## src/common/hbr_pkg.sv

```systemverilog
// Constants shared by the bridge driver host controller and its PWM generator
package hbr_pkg;
  // Clock and period of mclk
  localparam int CLK_HZ        = 50_000_000;
  localparam int CLK_PER_NS    = 1_000_000_000 / CLK_HZ;
  // Diagnosis clear window on the dead-time/disable pin, ns
  localparam int DIAG_MIN_NS   = 3100;
  localparam int DIAG_MAX_NS   = 3600;
  // Least time rounds up, longest rounds down
  localparam int DIAG_MIN_CYC  = (DIAG_MIN_NS + CLK_PER_NS - 1) / CLK_PER_NS;
  localparam int DIAG_MAX_CYC  = DIAG_MAX_NS / CLK_PER_NS;
  // Aim at the middle of the window for margin on both sides
  localparam int DIAG_CYC      = (DIAG_MIN_CYC + DIAG_MAX_CYC) / 2;
  // Disable held longer than this shuts the output stages down, ns
  localparam int OFF_NS        = 7000;
  localparam int OFF_CYC       = OFF_NS / CLK_PER_NS + 1;
  // Bootstrap refresh pulse after a long high-side on time, ns
  localparam int REFRESH_NS    = 1000;
  localparam int REFRESH_CYC   = REFRESH_NS / CLK_PER_NS;
  // Longest high-side on time before a refresh, us
  localparam int HS_MAX_US     = 1000;
  localparam int HS_MAX_CYC    = HS_MAX_US * 1000 / CLK_PER_NS;
  // Bootstrap charge wait at start-up, us
  localparam int CHARGE_US     = 1000;
  localparam int CHARGE_CYC    = CHARGE_US * 1000 / CLK_PER_NS;
  // PWM rate and highest duty in high-side switching
  localparam int PWM_HZ        = 20_000;
  localparam int PERIOD_CYC    = CLK_HZ / PWM_HZ;
  localparam int DUTY_MAX_PCT  = 96;
  localparam int DUTY_MAX_CYC  = PERIOD_CYC * DUTY_MAX_PCT / 100;
  // Fault codes reported to the user
  localparam logic [1:0] FLT_NONE  = 2'h0;
  localparam logic [1:0] FLT_HOT   = 2'h1;
  localparam logic [1:0] FLT_SHORT = 2'h2;
  localparam logic [1:0] FLT_LOWV  = 2'h3;
  // Sequencer states
  typedef enum logic [2:0] {
    ST_SLEEP,
    ST_CHARGE,
    ST_RUN,
    ST_CLEAR,
    ST_OFF
  } hbr_state_t;
endpackage

```

## src/common/hbr_pwm_if.sv

```systemverilog
// Carrier between the host sequencer and its PWM pattern generator
`timescale 1ns/1ps
interface hbr_pwm_if #(
  parameter int W = 12
);
  logic         run;       // Generator counting
  logic [W-1:0] high_cyc;  // Cycles per period with pattern high
  logic         pattern;   // Registered raw pattern
  modport gen (input run, input high_cyc, output pattern);
  modport ctl (output run, output high_cyc, input pattern);
endinterface

```

## src/hw/hbr_host.sv

```systemverilog
// Host controller driving a full-bridge gate driver through its pins
// What this block does
// - Disable pulse 3.1-3.6us clears diagnosis
// - Disable over 7us shuts all gates down
// - Refresh pulse after 1ms high-side on time
// - Leave bootstrap charge time, duty max 96% at the default 20 kHz period
// - Start disabled, charge, enable, then patterns
// - Fast decay: duty high, pattern on direction
`timescale 1ns/1ps
module hbr_host #(
  parameter int CHARGE_CYC = hbr_pkg::CHARGE_CYC,  // Bootstrap charge wait
  parameter int HS_MAX_CYC = hbr_pkg::HS_MAX_CYC,  // Longest high-side on run
  parameter int PERIOD     = hbr_pkg::PERIOD_CYC   // PWM period in cycles
) (
  input  wire logic       mclk,
  input  wire logic       arst_n,
  input  wire logic       enable,
  input  wire logic       sleep_req,
  input  wire logic       clear_req,
  input  wire logic       fast_decay,
  input  wire logic       dir_req,
  input  wire logic [11:0] duty,
  input  wire logic       shutdown_fault_flag,
  input  wire logic       fault_reason_flag,
  output logic            pwm_out,
  output logic            dir_out,
  output logic            deadtime_disable_input,
  output logic            awake_out,
  output logic            ready,
  output logic [1:0]      fault_code
);
  localparam int TW = $clog2(CHARGE_CYC + 2);
  localparam int HW = $clog2(HS_MAX_CYC + 2);
  localparam int RW = $clog2(hbr_pkg::REFRESH_CYC + 1);
  // Duty ceiling; never above one period, so the pin high time cannot wrap
  localparam int DLIM = (hbr_pkg::DUTY_MAX_CYC < PERIOD) ? hbr_pkg::DUTY_MAX_CYC : PERIOD;

  // Refuse counts the sequence cannot serve
  if (CHARGE_CYC <= hbr_pkg::OFF_CYC || HS_MAX_CYC < 2 || PERIOD > 4096
      || TW < $clog2(hbr_pkg::OFF_CYC + 2)) begin : g_chk
    $error("Charge wait must exceed the shutdown window");
  end

  // Flag pair to fault code
  function automatic logic [1:0] flt_decode(input logic f1, input logic f2);
    unique case ({f1, f2})
      2'b11:   flt_decode = hbr_pkg::FLT_NONE;
      2'b10:   flt_decode = hbr_pkg::FLT_HOT;
      2'b01:   flt_decode = hbr_pkg::FLT_SHORT;
      default: flt_decode = hbr_pkg::FLT_LOWV;
    endcase
  endfunction

  hbr_pkg::hbr_state_t state, next_state;   // Sequencer
  logic [TW-1:0] tmr, next_tmr;             // Time in current state
  logic [HW-1:0] hs_len, next_hs_len;       // Consecutive duty-low cycles
  logic [RW-1:0] refr, next_refr;           // Refresh pulse remaining
  logic          next_pwm, next_dir, next_dis, next_awake, next_ready;
  logic [1:0]    next_fault;
  logic          active;                    // Patterns may be applied
  logic          start_refr;                // Refresh begins this cycle
  logic [11:0]   duty_lim;                  // Duty after the clamp

  hbr_pwm_if #(.W(12)) pif ();

  hbr_pwm_gen #(.PERIOD(PERIOD), .W(12)) u_gen (
    .mclk   (mclk),
    .arst_n (arst_n),
    .pif    (pif)
  );

  // Generator feed: pin high time is the low-gate share of the period
  always_comb begin
    duty_lim     = (duty > 12'(DLIM)) ? 12'(DLIM)
                                      : duty;
    pif.high_cyc = 12'(PERIOD) - duty_lim;
    pif.run      = active;
  end

  // Sequencer next state
  always_comb begin
    next_state = state;
    next_tmr   = (tmr == '1) ? tmr : tmr + 1'b1;
    if (sleep_req && state != hbr_pkg::ST_SLEEP) begin
      // Sleep from anywhere; waking reinitialises the device
      next_state = hbr_pkg::ST_SLEEP;
      next_tmr   = '0;
    end else begin
      unique case (state)
        hbr_pkg::ST_SLEEP: begin
          if (!sleep_req) begin
            next_state = hbr_pkg::ST_CHARGE;
            next_tmr   = '0;
          end
        end
        hbr_pkg::ST_CHARGE: begin
          // Disable held long enough to also force shutdown
          if (!enable) begin
            next_state = hbr_pkg::ST_OFF;
          end else if (tmr >= TW'(CHARGE_CYC - 1)) begin
            next_state = hbr_pkg::ST_RUN;
            next_tmr   = '0;
          end
        end
        hbr_pkg::ST_RUN: begin
          if (!enable) begin
            next_state = hbr_pkg::ST_OFF;
            next_tmr   = '0;
          end else if (clear_req) begin
            next_state = hbr_pkg::ST_CLEAR;
            next_tmr   = '0;
          end
        end
        hbr_pkg::ST_CLEAR: begin
          // Short pulse, outputs keep running
          if (tmr >= TW'(hbr_pkg::DIAG_CYC - 1)) begin
            next_state = hbr_pkg::ST_RUN;
            next_tmr   = '0;
          end
        end
        hbr_pkg::ST_OFF: begin
          // Bootstraps may have drained; charge again before running
          if (enable) begin
            next_state = hbr_pkg::ST_CHARGE;
            next_tmr   = '0;
          end
        end
      endcase
    end
  end

  // Pin patterns, refresh and status next values
  always_comb begin
    active      = (state == hbr_pkg::ST_RUN || state == hbr_pkg::ST_CLEAR);
    next_refr   = (refr != '0) ? refr - 1'b1 : refr;
    start_refr  = 1'b0;
    next_pwm    = 1'b0;
    next_dir    = 1'b0;
    if (active && fast_decay) begin
      // Duty pin held high, modulation goes to direction
      next_pwm  = 1'b1;
      next_dir  = dir_req ? ~pif.pattern : pif.pattern;
    end else if (active) begin
      // Long high-side run gets a short low-gate refresh
      start_refr = (refr == '0) && !pif.pattern
                   && (hs_len >= HW'(HS_MAX_CYC - 1));
      if (start_refr) begin
        next_refr = RW'(hbr_pkg::REFRESH_CYC - 1);
      end
      next_pwm  = pif.pattern || start_refr || (refr != '0);
      next_dir  = dir_req;
    end
    next_hs_len = (active && !next_pwm && hs_len != '1) ? hs_len + 1'b1 : '0;
    // Outside run the device is held disabled, clear pulse included
    next_dis    = !(next_state == hbr_pkg::ST_RUN) ||
                  (next_state == hbr_pkg::ST_CLEAR);
    next_awake  = (next_state != hbr_pkg::ST_SLEEP);
    next_ready  = (next_state == hbr_pkg::ST_RUN);
    next_fault  = flt_decode(shutdown_fault_flag, fault_reason_flag);
  end

  // Registers only; pins start at their safe defaults
  always_ff @(posedge mclk or negedge arst_n) begin
    if (!arst_n) begin
      state                  <= hbr_pkg::ST_CHARGE;
      tmr                    <= '0;
      hs_len                 <= '0;
      refr                   <= '0;
      pwm_out                <= 1'b0;
      dir_out                <= 1'b0;
      deadtime_disable_input <= 1'b1;
      awake_out              <= 1'b1;
      ready                  <= 1'b0;
      fault_code             <= hbr_pkg::FLT_NONE;
    end else begin
      state                  <= next_state;
      tmr                    <= next_tmr;
      hs_len                 <= next_hs_len;
      refr                   <= next_refr;
      pwm_out                <= next_pwm;
      dir_out                <= next_dir;
      deadtime_disable_input <= next_dis;
      awake_out              <= next_awake;
      ready                  <= next_ready;
      fault_code             <= next_fault;
    end
  end

  // Checking helpers: length of the current disable-high run
  logic [TW-1:0] dis_len;
  always_ff @(posedge mclk or negedge arst_n) begin
    if (!arst_n) begin
      dis_len <= '0;
    end else begin
      dis_len <= deadtime_disable_input ? ((dis_len == '1) ? dis_len : dis_len + 1'b1)
                                        : '0;
    end
  end

  property p_clear_width;
    @(posedge mclk) disable iff (!arst_n)
    ($fell(deadtime_disable_input) && $past(state) == hbr_pkg::ST_CLEAR)
      |-> (dis_len >= TW'(hbr_pkg::DIAG_MIN_CYC) && dis_len <= TW'(hbr_pkg::DIAG_MAX_CYC));
  endproperty
  a_clear_width: assert property (p_clear_width) else $error("Clear pulse off window");

  property p_off_width;
    @(posedge mclk) disable iff (!arst_n)
    ($fell(deadtime_disable_input) && $past(state) != hbr_pkg::ST_CLEAR)
      |-> dis_len > TW'(hbr_pkg::OFF_CYC);
  endproperty
  a_off_width: assert property (p_off_width) else $error("Enable after short disable");

  property p_refresh;
    @(posedge mclk) disable iff (!arst_n)
    hs_len <= HW'(HS_MAX_CYC);
  endproperty
  a_refresh: assert property (p_refresh) else $error("High side on too long");

  property p_refresh_len;
    @(posedge mclk) disable iff (!arst_n)
    (start_refr && !fast_decay) |=> pwm_out [*8];
  endproperty
  a_refresh_len: assert property (p_refresh_len) else $error("Refresh pulse cut short");

  property p_duty_clamp;
    @(posedge mclk) disable iff (!arst_n)
    active |-> (pif.high_cyc >= 12'(PERIOD - DLIM) && pif.high_cyc <= 12'(PERIOD));
  endproperty
  a_duty_clamp: assert property (p_duty_clamp) else $error("Duty above limit");

  property p_patterns_late;
    @(posedge mclk) disable iff (!arst_n)
    (pwm_out || dir_out) |-> ($past(state) == hbr_pkg::ST_RUN || $past(state) == hbr_pkg::ST_CLEAR);
  endproperty
  a_patterns_late: assert property (p_patterns_late) else $error("Pattern before start");

  property p_fast;
    @(posedge mclk) disable iff (!arst_n)
    ($past(state) == hbr_pkg::ST_RUN && $past(fast_decay)) |-> pwm_out;
  endproperty
  a_fast: assert property (p_fast) else $error("Duty pin low in fast decay");

  property p_wake;
    @(posedge mclk) disable iff (!arst_n)
    $rose(awake_out) |-> (deadtime_disable_input && state == hbr_pkg::ST_CHARGE && tmr == '0);
  endproperty
  a_wake: assert property (p_wake) else $error("Wake without restart");

  property p_fault;
    @(posedge mclk) disable iff (!arst_n)
    ##1 fault_code == flt_decode($past(shutdown_fault_flag), $past(fault_reason_flag));
  endproperty
  a_fault: assert property (p_fault) else $error("Fault code mismatch");
endmodule

```

## src/hw/hbr_pwm_gen.sv

```systemverilog
// Free-running period counter producing the raw duty pattern
`timescale 1ns/1ps
module hbr_pwm_gen #(
  parameter int PERIOD = hbr_pkg::PERIOD_CYC,
  parameter int W      = 12
) (
  input  wire logic mclk,
  input  wire logic arst_n,
  hbr_pwm_if.gen    pif
);
  logic [W-1:0] cnt;       // Position in the period
  logic [W-1:0] next_cnt;
  logic         next_pat;

  // Refuse a period the counter cannot hold
  if (PERIOD < 2 || PERIOD > (1 << W)) begin : g_chk
    $error("PWM period does not fit the counter");
  end

  // Wrap at the period end; restart from zero while idle
  always_comb begin
    next_cnt = '0;
    next_pat = 1'b0;
    if (pif.run) begin
      next_cnt = (cnt == W'(PERIOD - 1)) ? '0 : cnt + 1'b1;
      next_pat = (next_cnt < pif.high_cyc);
    end
  end

  // Registers only
  always_ff @(posedge mclk or negedge arst_n) begin
    if (!arst_n) begin
      cnt         <= '0;
      pif.pattern <= 1'b0;
    end else begin
      cnt         <= next_cnt;
      pif.pattern <= next_pat;
    end
  end
endmodule
```

## config.mk

```make
export PLATFORM = sky130hd
export DESIGN_NAME = hbr_host
export DESIGN_NICKNAME = d
export VERILOG_FILES = /design/src/common/hbr_pkg.sv /design/src/common/hbr_pwm_if.sv /design/src/hw/hbr_host.sv /design/src/hw/hbr_pwm_gen.sv
export SDC_FILE = /design/constraint.sdc
export NUM_CORES = 1
export LEC_CHECK = 0
export ABC_AREA = 1
export BUFFER_PORTS_ARGS = -buffer_cell sky130_fd_sc_hd__buf_4
export CORE_UTILIZATION = 57
export CTS_BUF_LIST = sky130_fd_sc_hd__clkbuf_4 sky130_fd_sc_hd__clkbuf_8
export CTS_CLUSTER_SIZE = 8
export DETAILED_ROUTE_END_ITERATION = 10
export MAX_ROUTING_LAYER = met4
export PLACE_DENSITY = 0.91
export SYNTH_ARGS = -nofsm -noshare
export SYNTH_HDL_FRONTEND = slang
export SYNTH_SLANG_ARGS = --single-unit
```

## constraint.sdc

```tcl
create_clock -name mclk -period 2.05 [get_ports mclk]
set_clock_uncertainty 0.05 [all_clocks]
set_input_delay 0.205 -clock mclk [delete_from_list [all_inputs] [get_ports mclk]]
set_output_delay 0.205 -clock mclk [all_outputs]
set_load 0.005 [all_outputs]
```

### Word level (Yosys, flattened, before mapping)

Cells that the tools add are included.
W data, S select, Z words.

* word-level logic and storage cells: 87
* input bits: 21
* bits in registers: 61
* output and inout bits: 7

* bitwise gates (word level): 1
* $lt $le $gt $ge: 5
* equal/unequal tests: 12
* add/subtract/negate cells: 5
* muxes and demuxes: 34
* reduce and logical (&&, ||, !) cells: 18

Operators by type and width (count)
* $mux W16: 10
* $pmux W16 S5: 1
* $mux W12: 3
* $add A16 B1 Y16 const B: 2
* $ge A16 B16 Y1 const B: 2
* $mux W3: 8
* $mux W6: 4
* $eq A16 B16 Y1 const B: 1
* $ge A16 B8 Y1 const B: 1
* $ne A16 B16 Y1 const B: 1
* $pmux W3 S5: 1
* $add A12 B1 Y12 const B: 1
* $eq A12 B12 Y1 const B: 1
* $eq A3 B2 Y1 const B: 4
* $gt A12 B12 Y1 const B: 1
* $lt A12 B12 Y1: 1
* $sub A12 B12 Y12 const A: 1
* $logic_and A1 B1 Y1: 6
* $logic_not A6 Y1: 1
* $mux W1: 6
* $pmux W2 S3: 1
* $reduce_bool A3 Y1: 2
* $reduce_bool A6 Y1: 1
* $sub A6 B1 Y6 const B: 1
* other kinds (8): 14

### Depth between registers and ports, before layout

* depth after elaboration: 11
* mapped depth: 20
* depth with buffers taken out: 19

### Cells and area by module

Synthesis repeated with hierarchy kept, for this count alone.

* cell total of the unflattened synthesis: 561
* area, all modules: 4043.9 um^2

Modules (own cells, without submodules)
* hbr_host: cells an instance 420, seq. area each 1204.9 um^2, instances 1, area an instance 2982.9 um^2
* hbr_pwm_gen: cells an instance 141, seq. area each 325.3 um^2, instances 1, area an instance 1061.0 um^2

### Worst setup path after synthesis

OpenSTA, ideal clock, no wires.

* path type: input port to flip-flop
* from: in duty[9]
* to: reg u_gen.pif.pattern
* library setup time: 0.125 ns
* required time: 1.875 ns
* path buffers: 1
* slack: -0.228 ns
* arrival time: 2.102 ns
* cell stages on the path: 19
* cell sequence: inv_1 > nand2_1 > nor2_1 > nand3_1 > nand2_1 > buf_4 > nand2_1 > ha_1 > nand3b_1 > nand3_1 > nand2_1 > nand3_1 > nand2_1 > ha_1 > nand2_1 > inv_1 > nand3_1 > o2111ai_1 > a21oi_1

* word-level cells in the longest chain between the ends: 5

RTL lines
* start: declaration: line hbr_host.sv:22 `input wire logic [11:0] duty,`
* $gt A12 B12 Y1: line hbr_host.sv:74 `duty_lim = (duty > 12'(DLIM)) ? 12'(DLIM)`
* $mux W12 (*): line hbr_host.sv:74
* $sub A12 B12 Y12 (*): line hbr_host.sv:76 `pif.high_cyc = 12'(PERIOD) - duty_lim;`
* $lt A12 B12 Y1 (*): line hbr_pwm_gen.sv:26 `next_pat = (next_cnt < pif.high_cyc);`
* $mux W1 (*): line hbr_pwm_gen.sv:24 `if (pif.run) begin`
* named net u_gen.next_pat: line hbr_pwm_gen.sv:13 `logic next_pat;`
* end signal: assignment: line hbr_pwm_gen.sv:37 `pif.pattern <= next_pat;`
* end: declaration: line hbr_pwm_if.sv:9 `modport gen (input run, input high_cyc, output pattern);`

The timed path passes the listed nets; every way through them passes the cells marked *.

### Final worst setup path

* from: reg u_gen.cnt[1]
* to: reg u_gen.pif.pattern

* word-level cells in the longest chain between the ends: 4
* elaborated cells on any way between the ends: 5
* classes of those cells: add/sub: 1; order compare: 1; eq/ne: 1; mux: 2

RTL lines
* start: declaration: line hbr_pwm_gen.sv:11 `logic [W-1:0] cnt;`
* start signal: assignment: line hbr_pwm_gen.sv:36 `cnt <= next_cnt;`
* $add A12 B1 Y12 or $eq A12 B12 Y1 (tied branches): line hbr_pwm_gen.sv:25 `next_cnt = (cnt == W'(PERIOD - 1)) ? '0 : cnt + 1'b1;`
* $mux W12 (*): line hbr_pwm_gen.sv:25
* $lt A12 B12 Y1 (*): line hbr_pwm_gen.sv:26
* $mux W1 (*): line hbr_pwm_gen.sv:24
* named net u_gen.next_pat: line hbr_pwm_gen.sv:13

Marked as above.

==> results by group <==
Worst hold path
  – Min-Delay Path Class: in -> reg
  – Hold Path Depth: 2

Drt
  – Routed vias: 4137
  – Pre-Repair DR Iteration Count: 7
  – Number of routed nets with antenna violations: 0
  – Vias/cell: 5.78
  – DRT iter0 DRCs: 245
  – DR WL/cell: 15.2 um
  – Drt drc: 0
  – WL final: 10.9 mm

STA
  – Pin slew with the least headroom to its limit: 0.771 ns
  – Peak Freq: 0.427 GHz
  – Period Utilization, post-route: 114%
  – Final setup fails: 1
  – Final Hold Viols: 0
  – Max-slew headroom: 48.6%
  – Final hold slack: 0.0532 ns
  – Period minus WS final: 2.34 ns
  – RSZ-0062 raised after global routing: true
  – Slew Viols, Final: 0
  – Final Worst Setup Slack: -0.293 ns

Setup path
  – Worst R2R Path Depth: 13
  – Flop-to-flop setup slack: -0.29 ns
  – CP Launch Type: flip-flop
  – Setup crit end: u_gen.pif.pattern
  – Worst endpoint required time: 2.26 ns
  – WS Path Type: reg -> reg
  – CP arrival: 2.56 ns
  – RR Endpoint: u_gen.pif.pattern
  – Origin of the worst setup path: u_gen.cnt[1]
  – Worst Path Max Fanout: 3
  – Worst r2r src: u_gen.cnt[1]
  – CP endpoint kind: flip-flop

Synthesis
  – Synth top area cells: dfrtp_1 (37%), nand2_1 (12%), inv_1 (8.6%), nor2_1 (7.8%), ha_1 (5.7%)
  – Post-Syn Instances: 548
  – Synth async-reset ratio: 100%
  – Primary FF master, synth: dfrtp_1
  – Post-Synthesis Net Count: 587
  – Number of synthesized register bits: 61
  – Avg Inst Size Synth: 7.24 sq um
  – Netlist Area Pre-Place: 0.00397 sq mm
  – List of most frequent post-synthesis cells: nand2_1 (129), inv_1 (91), nor2_1 (82)
  – Cell accounting for the most synthesized area: dfrtp_1
  – Synth top area share: 36.6%
  – Post-synthesis cell type count: 39
  – Sequential-to-total area share from yosys stat: 38.6%
  – Number of synthesized flops with an enable pin: 0
  – Most numerous cell in the Yosys netlist: nand2_1
  – Yosys Warn Count: 0

Final layout
  – Filler instances: 470
  – Diodes inserted: 0
  – Layout cells sized above 1: 25.6%
  – Area grow syn2layout: 27.4%
  – Final net count: 670

Global routing
  – Met1 Resource Use GR: 32.8%
  – Initial antenna violation count: 0
  – M2 GR Usage: 51.9%
  – Grt ovf: 0
  – GR Util met3: 3.70%
  – Global-route wire length before repair: 16.7 mm
  – GR peak layer: met2
  – Vias in the first global route: 3868
  – Total GRT Usage: 29.4%
  – Largest net degree at the start of global routing: 62

Outcome
  – Failing checks: setup timing
  – Result of the run: finished, violations left

Die
  – Num rows: 30
  – Initial Util: 58.7%
  – Die Wd: 85.4 um
  – Core area: 0.00676 sq mm
  – IO Count: 28
  – Die ar.: 0.00730 sq mm
  – Die H: 85.4 um

CTS
  – # clock sinks: 61
  – Clock transition at path regs: 0.07 ns
  – Num CTS Buffers: 9
  – Clock latency at the later pin of the worst-skew pair: 0.34 ns
  – Clock tree root buffer cell: clkbuf_8
  – CTS tree: done
  – Clk buf depth: 2
  – Htree depth: 3

Power
  – Maximum vdd drop: 0.313 mV
  – Clock power share: 39.0%
  – Int Pwr: 0.00203 W
  – P_sw: 0.000790 W
  – Sw Ratio: 28.0%
  – Combinational power share: 15.9%
  – PD cells: 558 mW/mm^2
  – Sequential share of power: 45.1%
  – Pleak: 2.53 nW

Place
  – GPL Wtd Cong: 1.00
  – Setup WS pre-CTS: -0.434 ns
  – Detailed placement HPWL: 6.49 mm
  – Buffers on Ports: 27

Run
  – Maxcap violations: 0
==> worst min-delay path by stage <==
stage               endpoint    from  slack [ns]
2_1_floorplan        dir_out  arst_n       -0.14
3_3_place_gp   fault_code[1]  arst_n        0.27
3_5_place_dp   fault_code[1]  arst_n        0.27
4_1_cts             state[2]  enable        0.04
5_1_grt             state[2]  enable        0.05
6_report            state[2]  enable        0.05
==> worst max-delay path: stages (launching register included) <==
cell	delay [ns]
dfrtp_1	0.42
buf_4	0.14
nand3_2	0.10
nor2_4	0.11
nand2_2	0.12
nor2_2	0.13
inv_1	0.07
nand2_1	0.12
inv_1	0.08
ha_1	0.32
a21oi_2	0.17
o21a_1	0.17
o2111ai_2	0.15
a21oi_2	0.14
==> registers in the layout, summed over array words and instances (netlist names), 2 cells and up <==
register / count
fault_code: 2
hs_len: 16
refr: 6
state: 3
tmr: 16
u_gen.cnt: 12
==> layout by cell type (no fill, tap or decap), types with 3 or more instances in the layout <==
cell type | netlist | routed
nor3_2 | 3 | 5
dfstp_2 | 3 | 3
nor4_1 | 6 | 5
nor2_4 | 1 | 4
ha_4 | 0 | 3
xnor2_1 | 6 | 6
inv_2 | 2 | 3
dlygate4sd3_1 | 0 | 4
dfrtp_2 | 0 | 3
xor2_2 | 0 | 3
nor3_1 | 17 | 13
nand3_1 | 34 | 29
dfrtp_1 | 58 | 55
nand4_1 | 8 | 8
a21oi_2 | 0 | 4
inv_1 | 91 | 89
nor3_4 | 1 | 3
xor2_1 | 21 | 18
a21oi_1 | 11 | 7
nor2_1 | 82 | 76
nand3_2 | 1 | 4
nand2_2 | 3 | 10
o21ai_1 | 3 | 3
nor2_2 | 14 | 17
buf_4 | 1 | 70
o21ai_0 | 14 | 13
clkbuf_8 | 0 | 10
ha_1 | 18 | 14
nand2_1 | 129 | 121
==> through the flow <==
step / total power [W] / utilization [%] / cell area [sq um] / TNS (ns) / instances
after global routing: 0.00293 / 74.8 / 5050 / -0.391 / 716
after CTS: 0.00275 / 71.7 / 4840 / -0.234 / 707
final: 0.00282 / 74.8 / 5050 / -0.293 / 716
after global placement: 0.00164 / 66.5 / 4500 / -0.268 / 683
after floorplan: 0.00152 / - / 3990 / -0.124 / 548
after detailed placement: 0.00166 / 66.5 / 4500 / -0.434 / 683
==> power groups by stage <==
stage / registers (W) / logic [W] / clock network [W]
floorplan: 0.00128 / 0.000240 / 0
global placement: 0.00129 / 0.000353 / 0
detailed placement: 0.00129 / 0.000369 / 0
CTS: 0.00127 / 0.000382 / 0.00110
global route: 0.00128 / 0.000495 / 0.00116
finish: 0.00127 / 0.000448 / 0.00110
==> routing by layer <==
metal	vias up	part of all wire [%]
met5	-	0
met4	0	3.6
met3	61	6.0
met2	240	53
met1	1961	38
li1	1875	-
==> timing repair <==
action,4_1_cts,5_1_grt
resized for setup,17,33
endpoints found under the setup margin,1,20
setup buffers,4,9
hold endpoints to repair,61,0
pin swaps,15,17
hold buffers,4,0
==> kinds of logic after synthesis <==
kind of cell	count (synthesis)	share of synthesized area [%]
AND/OR/NAND/NOR	308	34.9
buffers and inverters	97	9.65
flip-flops	61	38.6
AO/OA/AOI/OAI	37	5.21
XOR/XNOR	27	5.96
adder cells (fa/ha/maj)	18	5.68
==> cell type report <==
type	instances	area (sq um)	area share, %
multi-input combinational	390	2270	45.0
clock buffer	11	145	2.87
sequential	61	1530	30.4
inverter	93	352	6.96
clock inverter	5	60.1	1.19
timing repair buffer	76	588	11.6
tap	80	100	1.98
(Power assumes the default switching activity.)
